`config.mk`:
```
export PLATFORM = sky130hd
export DESIGN_NAME = rcr_reset_remap
export DESIGN_NICKNAME = d
export VERILOG_FILES = /design/src/rcr_pkg.sv /design/src/rcr_reset_remap.sv
export SDC_FILE = /design/constraint.sdc
export NUM_CORES = 1
export LEC_CHECK = 0
export ABC_AREA = 1
export BUFFER_PORTS_ARGS = -buffer_cell sky130_fd_sc_hd__buf_4
export CAP_MARGIN = 20
export CORE_MARGIN = 2
export CORE_UTILIZATION = 48
export DETAILED_ROUTE_END_ITERATION = 8
export PLACE_DENSITY = 0.79
export SLEW_MARGIN = 15
export SYNTH_ARGS = -nofsm -noshare
export SYNTH_HDL_FRONTEND = slang
export SYNTH_SLANG_ARGS = --single-unit
```
`constraint.sdc`:
```
create_clock -name aclk -period 1.87 [get_ports aclk]
set_input_delay 0.0935 -clock aclk [delete_from_list [all_inputs] [get_ports aclk]]
set_output_delay 0.0935 -clock aclk [all_outputs]
set_load 0.005 [all_outputs]
```
`src/rcr_pkg.sv`:
```
// Package: constants and types for reset cause recording and low memory mirror
package rcr_pkg;
   // Register byte addresses
   localparam logic [31:0] ADDR_MIRROR = 32'hffff0220;
   localparam logic [31:0] ADDR_STATUS = 32'hffff0230;
   localparam logic [31:0] ADDR_CLEAR  = 32'hffff0234;
   localparam logic [31:0] ADDR_KEY1   = 32'hffff0248;
   localparam logic [31:0] ADDR_CFG    = 32'hffff024c;
   localparam logic [31:0] ADDR_KEY2   = 32'hffff0250;

   // Register select one-hot positions
   localparam int unsigned SEL_MIRROR = 0;
   localparam int unsigned SEL_STATUS = 1;
   localparam int unsigned SEL_CLEAR  = 2;
   localparam int unsigned SEL_KEY1   = 3;
   localparam int unsigned SEL_CFG    = 4;
   localparam int unsigned SEL_KEY2   = 5;
   localparam int unsigned SEL_W      = 6;

   // Field positions
   localparam int unsigned MIR_SRAM   = 0;
   localparam int unsigned MIR_SRAM4K = 3;
   localparam int unsigned MIR_FL32K  = 4;
   localparam int unsigned STA_POR    = 0;
   localparam int unsigned STA_WDT    = 1;
   localparam int unsigned STA_SW     = 2;
   localparam int unsigned CFG_GPIO   = 0;
   localparam int unsigned CFG_DAC    = 2;

   // Reset values, masks and keys
   localparam logic [2:0] STATUS_POR  = 3'h1;
   localparam logic [7:0] CFG_RST     = 8'h00;
   localparam logic [7:0] CFG_MASK    = 8'h05;
   localparam logic [7:0] KEY_FIRST   = 8'h76;
   localparam logic [7:0] KEY_SECOND  = 8'hb1;
   localparam logic [1:0] DBG_JTAG    = 2'h0;
   localparam logic [1:0] DBG_GPIO    = 2'h2;
   localparam logic [31:0] USER_VECTOR = 32'h00000000;
   localparam logic [1:0] RESP_OKAY   = 2'h0;
   localparam logic [1:0] RESP_SLVERR = 2'h2;

   // Sequence timing
   localparam int unsigned CLK_NS      = 25;
   localparam int unsigned RST_HOLD_NS = 1000;
   localparam int unsigned KERNEL_NS   = 2000;
   localparam logic [7:0] RST_LAST = 8'((RST_HOLD_NS + CLK_NS - 1) / CLK_NS - 1);
   localparam logic [7:0] KRN_LAST = 8'((KERNEL_NS + CLK_NS - 1) / CLK_NS - 1);

   typedef enum logic [3:0] {
      SEQ_RESET  = 4'b0001,
      SEQ_KERNEL = 4'b0010,
      SEQ_RUN    = 4'b0100,
      SEQ_HALT   = 4'b1000
   } rcr_seq_e;

   typedef enum logic [2:0] {
      KEY_IDLE  = 3'b001,
      KEY_ARMED = 3'b010,
      KEY_HELD  = 3'b100
   } rcr_key_e;
endpackage : rcr_pkg

```
`src/rcr_reset_remap.sv`:
```
// Reset cause recorder, retention control and low memory mirror with AXI4-Lite access
// Function
// - Mirror bit 0 set maps SRAM at zero
// - Mirror bit 0 cleared maps flash back
// - Every reset clears the mirror bit
// - Mirror bit 4 reads reduced flash size
// - Mirror bit 3 reads reduced SRAM size
// - Mirror bits 2:1 report debug pin use
// - Debug pin use loaded from boot select
// - Boot kernel runs, then jumps to zero if boot mode pin is high
// - Four causes; all zero means external
// - Power-on sets status bit 0
// - Watchdog timeout sets status bit 1
// - Status bit 2 write forces software reset
// - Status bits clear only through clear register, external reset or power-on reset
// - Retention bit 2 keeps analog outputs
// - Retention bit 0 keeps general I/O
// - Retention update needs key, value, key
`timescale 1ns/100ps
module rcr_reset_remap (
   input  wire logic        aclk,
   input  wire logic        aresetn,
   input  wire logic [31:0] awaddr,
   input  wire logic        awvalid,
   output logic             awready,
   input  wire logic [31:0] wdata,
   input  wire logic [3:0]  wstrb,
   input  wire logic        wvalid,
   output logic             wready,
   output logic [1:0]       bresp,
   output logic             bvalid,
   input  wire logic        bready,
   input  wire logic [31:0] araddr,
   input  wire logic        arvalid,
   output logic             arready,
   output logic [31:0]      rdata,
   output logic [1:0]       rresp,
   output logic             rvalid,
   input  wire logic        rready,
   input  wire logic        ext_reset_req,
   input  wire logic        wdt_timeout,
   input  wire logic        boot_select_pin,
   input  wire logic        boot_mode_pin,
   input  wire logic        flash_reduced,
   input  wire logic        sram_reduced,
   output logic             core_reset,
   output logic             gpio_reset,
   output logic             dac_reset,
   output logic             kernel_active,
   output logic             user_start,
   output logic [31:0]      user_vector,
   output logic             sram_at_zero,
   output logic [1:0]       debug_pin_select
);

   ////////////////////////////////////////////////////////////////////////////
   // Address decode
   function automatic logic [rcr_pkg::SEL_W-1:0] rcr_sel(input logic [31:0] a);
      logic [31:0] w;
      w = {a[31:2], 2'b00};
      rcr_sel = '0;
      rcr_sel[rcr_pkg::SEL_MIRROR] = (w == rcr_pkg::ADDR_MIRROR);
      rcr_sel[rcr_pkg::SEL_STATUS] = (w == rcr_pkg::ADDR_STATUS);
      rcr_sel[rcr_pkg::SEL_CLEAR]  = (w == rcr_pkg::ADDR_CLEAR);
      rcr_sel[rcr_pkg::SEL_KEY1]   = (w == rcr_pkg::ADDR_KEY1);
      rcr_sel[rcr_pkg::SEL_CFG]    = (w == rcr_pkg::ADDR_CFG);
      rcr_sel[rcr_pkg::SEL_KEY2]   = (w == rcr_pkg::ADDR_KEY2);
   endfunction : rcr_sel

   ////////////////////////////////////////////////////////////////////////////
   // State
   logic                      aw_full_ff;
   logic                      w_full_ff;
   logic [31:0]               aw_addr_ff;
   logic [7:0]                w_data_ff;
   logic                      w_lane_ff;
   logic                      bvalid_ff;
   logic [1:0]                bresp_ff;
   logic                      rvalid_ff;
   logic [1:0]                rresp_ff;
   logic [31:0]               rdata_ff;
   logic                      mirror_ff;
   logic [2:0]                status_ff;
   logic [7:0]                cfg_ff;
   logic [7:0]                pend_ff;
   rcr_pkg::rcr_key_e         key_ff;
   rcr_pkg::rcr_key_e         nxt_key;
   rcr_pkg::rcr_seq_e         seq_ff;
   logic [7:0]                cnt_ff;
   logic                      hold_gpio_ff;
   logic                      hold_dac_ff;
   logic                      boot_smp_ff;
   logic [1:0]                dbg_ff;
   logic                      fl32_ff;
   logic                      sr4_ff;
   logic                      start_ff;
   logic [31:0]               vec_ff;

   ////////////////////////////////////////////////////////////////////////////
   // Bus handshakes and write decode
   wire                       aw_hs   = awvalid && awready;
   wire                       w_hs    = wvalid && wready;
   wire                       ar_hs   = arvalid && arready;
   wire                       wr_go   = aw_full_ff && w_full_ff && !bvalid_ff;
   wire [rcr_pkg::SEL_W-1:0]  wr_sel  = rcr_sel(aw_addr_ff);
   wire [rcr_pkg::SEL_W-1:0]  rd_sel  = rcr_sel(araddr);
   wire                       wr_en   = wr_go && w_lane_ff;
   wire                       wr_mir  = wr_en && wr_sel[rcr_pkg::SEL_MIRROR];
   wire                       wr_sta  = wr_en && wr_sel[rcr_pkg::SEL_STATUS];
   wire                       wr_clr  = wr_en && wr_sel[rcr_pkg::SEL_CLEAR];
   wire                       wr_k1   = wr_en && wr_sel[rcr_pkg::SEL_KEY1];
   wire                       wr_cfg  = wr_en && wr_sel[rcr_pkg::SEL_CFG];
   wire                       wr_k2   = wr_en && wr_sel[rcr_pkg::SEL_KEY2];
   wire                       k1_ok   = wr_k1 && (w_data_ff == rcr_pkg::KEY_FIRST);
   wire                       k2_ok   = wr_k2 && (w_data_ff == rcr_pkg::KEY_SECOND);

   assign awready = !aw_full_ff;
   assign wready  = !w_full_ff;
   assign bvalid  = bvalid_ff;
   assign bresp   = bresp_ff;
   assign arready = !rvalid_ff;
   assign rvalid  = rvalid_ff;
   assign rresp   = rresp_ff;
   assign rdata   = rdata_ff;

   ////////////////////////////////////////////////////////////////////////////
   // Reset triggers; external wins, then watchdog, then software
   wire  sw_go    = wr_sta && w_data_ff[rcr_pkg::STA_SW];
   wire  ext_go   = ext_reset_req;
   wire  wdt_go   = wdt_timeout && !ext_go;
   wire  swr_go   = sw_go && !ext_go && !wdt_go;
   wire  any_go   = ext_go || wdt_go || swr_go;
   wire  commit   = (key_ff == rcr_pkg::KEY_HELD) && k2_ok;

   wire [2:0] clr_bits = wr_clr ? w_data_ff[2:0] : 3'h0;
   wire [2:0] set_bits = {swr_go, wdt_go, 1'b0};
   // Set wins over a clear arriving in the same cycle
   wire [2:0] nxt_status = ext_go ? 3'h0 : ((status_ff & ~clr_bits) | set_bits);

   wire [7:0] nxt_cfg = ext_go ? rcr_pkg::CFG_RST
                      : (commit ? pend_ff : cfg_ff);

   wire       nxt_mirror = any_go ? 1'b0
                         : (wr_mir ? w_data_ff[rcr_pkg::MIR_SRAM] : mirror_ff);

   wire [7:0] mir_view = {3'h0, fl32_ff, sr4_ff, dbg_ff, mirror_ff};

   wire [7:0] rd_byte = rd_sel[rcr_pkg::SEL_MIRROR] ? mir_view
                      : rd_sel[rcr_pkg::SEL_STATUS] ? {5'h0, status_ff}
                      : rd_sel[rcr_pkg::SEL_CFG]    ? cfg_ff
                      : 8'h00;
   wire       rd_hit  = |rd_sel;
   wire       wr_hit  = |wr_sel;

   ////////////////////////////////////////////////////////////////////////////
   // Retention key sequence
   always_comb begin
      nxt_key = key_ff;
      unique case (key_ff)
         rcr_pkg::KEY_IDLE: begin
            if (k1_ok)
               nxt_key = rcr_pkg::KEY_ARMED;
         end
         rcr_pkg::KEY_ARMED: begin
            if (wr_cfg)
               nxt_key = rcr_pkg::KEY_HELD;
            else if (wr_k2 || (wr_k1 && !k1_ok))
               nxt_key = rcr_pkg::KEY_IDLE;
         end
         rcr_pkg::KEY_HELD: begin
            if (k1_ok)
               nxt_key = rcr_pkg::KEY_ARMED;
            else if (wr_k1 || wr_k2 || wr_cfg)
               nxt_key = rcr_pkg::KEY_IDLE;
         end
      endcase
      if (ext_go)
         nxt_key = rcr_pkg::KEY_IDLE;
   end

   always_ff @(posedge aclk) begin
      if (!aresetn) begin
         key_ff  <= rcr_pkg::KEY_IDLE;
         pend_ff <= rcr_pkg::CFG_RST;
         cfg_ff  <= rcr_pkg::CFG_RST;
      end else begin
         key_ff <= nxt_key;
         if (wr_cfg && key_ff == rcr_pkg::KEY_ARMED)
            pend_ff <= w_data_ff & rcr_pkg::CFG_MASK;
         cfg_ff <= nxt_cfg;
      end
   end

   ////////////////////////////////////////////////////////////////////////////
   // AXI4-Lite write channel
   always_ff @(posedge aclk) begin
      if (!aresetn) begin
         aw_full_ff <= 1'b0;
         w_full_ff  <= 1'b0;
         aw_addr_ff <= 32'h00000000;
         w_data_ff  <= 8'h00;
         w_lane_ff  <= 1'b0;
         bvalid_ff  <= 1'b0;
         bresp_ff   <= rcr_pkg::RESP_OKAY;
      end else begin
         if (aw_hs) begin
            aw_full_ff <= 1'b1;
            aw_addr_ff <= awaddr;
         end
         if (w_hs) begin
            w_full_ff <= 1'b1;
            w_data_ff <= wdata[7:0];
            w_lane_ff <= wstrb[0];
         end
         if (wr_go) begin
            aw_full_ff <= 1'b0;
            w_full_ff  <= 1'b0;
            bvalid_ff  <= 1'b1;
            bresp_ff   <= wr_hit ? rcr_pkg::RESP_OKAY : rcr_pkg::RESP_SLVERR;
         end else if (bvalid_ff && bready) begin
            bvalid_ff <= 1'b0;
         end
      end
   end

   ////////////////////////////////////////////////////////////////////////////
   // AXI4-Lite read channel
   always_ff @(posedge aclk) begin
      if (!aresetn) begin
         rvalid_ff <= 1'b0;
         rresp_ff  <= rcr_pkg::RESP_OKAY;
         rdata_ff  <= 32'h00000000;
      end else if (ar_hs) begin
         rvalid_ff <= 1'b1;
         rresp_ff  <= rd_hit ? rcr_pkg::RESP_OKAY : rcr_pkg::RESP_SLVERR;
         rdata_ff  <= {24'h000000, rd_byte};
      end else if (rvalid_ff && rready) begin
         rvalid_ff <= 1'b0;
      end
   end

   ////////////////////////////////////////////////////////////////////////////
   // Cause record and mirror bit
   always_ff @(posedge aclk) begin
      if (!aresetn) begin
         status_ff <= rcr_pkg::STATUS_POR;
         mirror_ff <= 1'b0;
      end else begin
         status_ff <= nxt_status;
         mirror_ff <= nxt_mirror;
      end
   end

   ////////////////////////////////////////////////////////////////////////////
   // Reset and boot sequence
   always_ff @(posedge aclk) begin
      if (!aresetn) begin
         seq_ff       <= rcr_pkg::SEQ_RESET;
         cnt_ff       <= rcr_pkg::RST_LAST;
         hold_gpio_ff <= 1'b0;
         hold_dac_ff  <= 1'b0;
         start_ff     <= 1'b0;
      end else begin
         start_ff <= 1'b0;
         if (any_go) begin
            seq_ff       <= rcr_pkg::SEQ_RESET;
            cnt_ff       <= rcr_pkg::RST_LAST;
            hold_gpio_ff <= !ext_go && cfg_ff[rcr_pkg::CFG_GPIO];
            hold_dac_ff  <= !ext_go && cfg_ff[rcr_pkg::CFG_DAC];
         end else begin
            unique case (seq_ff)
               rcr_pkg::SEQ_RESET: begin
                  if (cnt_ff == 8'h00) begin
                     seq_ff <= rcr_pkg::SEQ_KERNEL;
                     cnt_ff <= rcr_pkg::KRN_LAST;
                  end else begin
                     cnt_ff <= cnt_ff - 8'h01;
                  end
               end
               rcr_pkg::SEQ_KERNEL: begin
                  if (cnt_ff != 8'h00) begin
                     cnt_ff <= cnt_ff - 8'h01;
                  end else if (boot_mode_pin) begin
                     seq_ff   <= rcr_pkg::SEQ_RUN;
                     start_ff <= 1'b1;
                  end else begin
                     seq_ff <= rcr_pkg::SEQ_HALT;
                  end
               end
               rcr_pkg::SEQ_RUN: begin
                  seq_ff <= rcr_pkg::SEQ_RUN;
               end
               rcr_pkg::SEQ_HALT: begin
                  seq_ff <= rcr_pkg::SEQ_HALT;
               end
            endcase
         end
      end
   end

   ////////////////////////////////////////////////////////////////////////////
   // Straps caught while the core is held, loaded as the kernel starts
   always_ff @(posedge aclk) begin
      if (!aresetn) begin
         boot_smp_ff <= 1'b0;
         dbg_ff      <= rcr_pkg::DBG_JTAG;
         fl32_ff     <= 1'b0;
         sr4_ff      <= 1'b0;
         vec_ff      <= rcr_pkg::USER_VECTOR;
      end else begin
         if (seq_ff == rcr_pkg::SEQ_RESET) begin
            boot_smp_ff <= boot_select_pin;
            fl32_ff     <= flash_reduced;
            sr4_ff      <= sram_reduced;
            if (cnt_ff == 8'h00 && !any_go)
               dbg_ff <= boot_smp_ff ? rcr_pkg::DBG_GPIO : rcr_pkg::DBG_JTAG;
         end
         vec_ff <= rcr_pkg::USER_VECTOR;
      end
   end

   assign core_reset       = (seq_ff == rcr_pkg::SEQ_RESET);
   assign gpio_reset       = core_reset && !hold_gpio_ff;
   assign dac_reset        = core_reset && !hold_dac_ff;
   assign kernel_active    = (seq_ff == rcr_pkg::SEQ_KERNEL) || (seq_ff == rcr_pkg::SEQ_HALT);
   assign user_start       = start_ff;
   assign user_vector      = vec_ff;
   assign sram_at_zero     = mirror_ff;
   assign debug_pin_select = dbg_ff;

   ////////////////////////////////////////////////////////////////////////////
   // Checks
   a_remap_set_sram : assert property (@(posedge aclk) disable iff (!aresetn)
      wr_mir && w_data_ff[0] && !any_go |=> sram_at_zero)
      else $error("mirror set did not map SRAM");

   a_remap_back_flash : assert property (@(posedge aclk) disable iff (!aresetn)
      wr_mir && !w_data_ff[0] |=> !sram_at_zero)
      else $error("mirror clear did not map flash");

   a_reset_clears_mirror : assert property (@(posedge aclk) disable iff (!aresetn)
      any_go |=> core_reset && !sram_at_zero)
      else $error("reset left mirror set");

   a_debug_pin_load : assert property (@(posedge aclk) disable iff (!aresetn)
      $fell(core_reset) && seq_ff == rcr_pkg::SEQ_KERNEL
      |-> debug_pin_select == ($past(boot_smp_ff) ? rcr_pkg::DBG_GPIO : rcr_pkg::DBG_JTAG))
      else $error("debug pin use not loaded");

   a_debug_pin_code : assert property (@(posedge aclk) disable iff (!aresetn)
      debug_pin_select[0] == 1'b0)
      else $error("debug pin code illegal");

   a_boot_jump_zero : assert property (@(posedge aclk) disable iff (!aresetn)
      user_start |-> $past(boot_mode_pin) && $past(kernel_active)
      && user_vector == rcr_pkg::USER_VECTOR ##1 !kernel_active && !user_start)
      else $error("user start without kernel");

   a_por_record : assert property (@(posedge aclk) disable iff (!aresetn)
      !$past(aresetn) |-> status_ff == rcr_pkg::STATUS_POR && gpio_reset && dac_reset)
      else $error("power-on record wrong");

   a_wdt_record : assert property (@(posedge aclk) disable iff (!aresetn)
      wdt_go |=> status_ff[rcr_pkg::STA_WDT] && core_reset)
      else $error("watchdog cause not recorded");

   a_sw_force : assert property (@(posedge aclk) disable iff (!aresetn)
      swr_go |=> status_ff[rcr_pkg::STA_SW] && core_reset ##1 core_reset)
      else $error("software reset not forced");

   a_ext_null : assert property (@(posedge aclk) disable iff (!aresetn)
      ext_go |=> status_ff == 3'h0 && gpio_reset && dac_reset)
      else $error("external reset record wrong");

   a_clear_only_key : assert property (@(posedge aclk) disable iff (!aresetn)
      !wr_clr && !ext_go |=> (($past(status_ff) & ~status_ff) == 3'h0))
      else $error("status bit cleared without clear write");

   a_cfg_keyed : assert property (@(posedge aclk) disable iff (!aresetn)
      !commit && !ext_go |=> $stable(cfg_ff))
      else $error("retention changed without keys");

   a_gpio_kept : assert property (@(posedge aclk) disable iff (!aresetn)
      wdt_go && cfg_ff[rcr_pkg::CFG_GPIO] |=> core_reset && !gpio_reset)
      else $error("general I/O not retained");

   a_dac_kept : assert property (@(posedge aclk) disable iff (!aresetn)
      swr_go && cfg_ff[rcr_pkg::CFG_DAC] |=> core_reset && !dac_reset)
      else $error("analog outputs not retained");

endmodule : rcr_reset_remap

```
==> flow_summary.toml <==
[yosys]
ys_types = 39
synth_area_leaders = "dfxtp_1, buf_4, nor2_1, nand2_1, inv_1"
synthXorXnorAreaFrac = 0.00598
synth_edf_count = 0
ys_seq_area_frac = 0.364
synth_top_family_by_area = "simple AND/OR/NAND/NOR gates"
yosys_warnings = 0
syn_area_per_cell_sq_um = 6.76
synth-simple-area-share = 0.330
synthFlopType = "dfxtp_1"
synth_compound_area_frac = 0.110
async_flop_share = 0
netlist_top_cells_count = "nor2_1, nand2_1, dfxtp_1"
ys_seq_elements = 80
synth_top_cell_by_area = "dfxtp_1"
synth.cell_area_sq_mm = 0.00440
synth_top_area_share = 0.364
yosys.area_share.adder = 0.00569
synth.most_common_cell = "nor2_1"
syn_inst = 650
muxShareOfSynthArea = 0

[die]
core_region_area_sq_mm = 0.00881
die_w_microns = 99.7
pin_count = 194
die_h_microns = 99.7
die_area_sq_mm = 0.00994
num_rows = 34
start_util = 0.499

[grt]
grt_antenna_before_repair = 0
grt_pass1_vias = 4003
grt_pass1_wl_microns = 16700
grt_use_total = 0.203
gr-total-overflow = 0
grt_max_degree = 45

[sta]
skew_ns = 0.0111
setup_viol = 0
final_hold_viol_count = 0
relSlewSlack = 0.643
setup_tns_ns = 0
min_period_ns = 1.70
post-route-period-util = 0.907
max_freq_mhz = 590
slew_violations = 0
worstMarginPinSlew_ns = 0.534
rsz0062_at_grt = "false"
setup_slack_ns = 0.175

[clock_tree]
insertion_delay_ns = 0.36
cts.clk_slew.worst_paths_ns = 0.08
post-cts-setup-buffer-count = 0
cts_tree = "yes"
cts_hold_buf = 26
clock-sinks = 80
cts.path.max_buffers = 2
ctsResizeCount = 0
h-tree-depth = 3
numCtsBuffers = 9
cts-root-buf = "clkbuf_8"

[final_layout]
final_nets = 892
antenna_cells = 0
drive_gt1_frac = 0.178
fillers = 799
fin_util = 0.620
syn2layout_area_growth_pct = 24.3

[place]
dp_hpwl_microns = 7570
port_buffers = 100
routabilityCongestion = 0.873
pre_cts_slack_ns = 0.237

[worst_hold_path]
min_from = "wdt_timeout"
hold_class = "input port to flip-flop"
hold_path_depth = 3

[setup_path]
startpoint = "cnt_ff[0]$_SDFFE_PP1P_"
rr_worst_depth = 9
cp-end-kind = "flip-flop"
crit_type = "flip-flop to flip-flop"
crit_path_start_kind = "flip-flop"
cp.arrival_ns = 1.94
worstPathMaxFanout = 9
required_ns = 2.11
rr_startpoint = "cnt_ff[0]$_SDFFE_PP1P_"

[flow_run]
drv_cap = 0

[route]
routedWlPerCell_microns = 11.5
routed-via-count = 4229
vias_per_cell = 4.76
ant_nets = 0
drc_errors = 0
totalWireLength_microns = 10200
dr.pass1.iters = 4
drtIter0Drc = 149

[power_and_ir_drop]
power_switching_share = 0.265
powerDensity_mw_per_mm2 = 655
p_int_w = 0.00263
net-switching-power_w = 0.000948
comb_power_share = 0.139
power_frac_seq = 0.516
clockPowerShare = 0.345
vdd_drop_max_mv = 0.419
power.leakage_nw = 2.57

[status]
status = "complete, no violations"
[through the flow]
step | hold WS [ns] | power (W) | cells | cell area, sq um
floorplan | 0.211 | 0.00221 | 711 | 4630
global placement | 0.316 | 0.00231 | 848 | 5020
detailed placement | 0.321 | 0.00233 | 848 | 5020
CTS | 0.00108 | 0.00360 | 889 | 5460
global route | 0.0166 | 0.00374 | 889 | 5460
finish | 0.0110 | 0.00358 | 889 | 5460
[placed cells by master (no fill, tap or decap), types with 5 or more instances in the layout]
cell / count
nor2_1: 121
nand2_1: 104
buf_4: 102
dfxtp_1: 80
inv_1: 75
conb_1: 62
o21ai_0: 55
nand3_1: 38
a21oi_1: 34
dlygate4sd3_1: 26
nor3_1: 14
nand4_1: 13
clkbuf_8: 9
nor2_2: 5
[flip-flops by register name, summed over array words and instances (netlist names), 2 cells and up]
name and flops:
seq_ff 4, cfg_ff 2, status_ff 3, rdata 5, key_ff 3, pend_ff 2, cnt_ff 8, w_data_ff 8
aw_addr_ff 30
[final cells by class]
cell class | instances | area [sq um] | share of cell area
multi-input cells | 480 | 2220 | 0.406
flip-flops and latches | 80 | 1600 | 0.293
repair buffers | 128 | 1030 | 0.188
inverters | 78 | 295 | 0.0540
well taps | 108 | 135 | 0.0247
clock buffers | 9 | 124 | 0.0227
clock inverters | 6 | 61.3 | 0.0112
[critical path: stages (launching register included)]
cell	delay, ns
dfxtp_1	0.33
inv_1	0.08
ha_1	0.23
nand3_1	0.13
nand2_1	0.11
nand2_2	0.17
nand2_1	0.11
nor2_1	0.14
xor2_1	0.21
nor2_1	0.07
[logic make-up (layout without fill, tap and decap cells)]
| group | count (synthesis) | count (layout) |
|---|---|---|
| AOI/OAI and AO/OA | 95 | 95 |
| DFF | 80 | 80 |
| buffers and inverters | 151 | 221 |
| adders and majority gates | 2 | 2 |
| and+or+nand+nor | 318 | 318 |
| other | 1 | 62 |
| xor gates and xnor gates | 3 | 3 |
[power by group through the flow]
stage / clock [W] / sequential (W) / combinational [W]
floorplan: 0 / 0.00187 / 0.000341
global placement: 0 / 0.00188 / 0.000434
detailed placement: 0 / 0.00188 / 0.000447
CTS: 0.00126 / 0.00184 / 0.000493
global route: 0.00132 / 0.00186 / 0.000565
finish: 0.00123 / 0.00185 / 0.000499
[metal layers]
| metal | track usage | wire, microns |
|---|---|---|
| met1 | 0.234 | 4290 |
| met2 | 0.366 | 5160 |
| met3 | 0.0590 | 671 |
| met4 | 0.0537 | 78 |
| met5 | 0 | 0 |
[path summary, 6_finish.rpt]
check / end / slack [ns]
setup / recovery: cnt_ff[4]$_SDFFE_PP0P_ / 0.17
hold / removal: status_ff[1]$_SDFF_PP0_ / 0.01
setup reg to reg: cnt_ff[4]$_SDFFE_PP0P_ / 0.17
hold reg to reg: hold_dac_ff$_SDFFE_PN0P_ / 0.46
No activity file was read; power rests on OpenSTA's default activity.
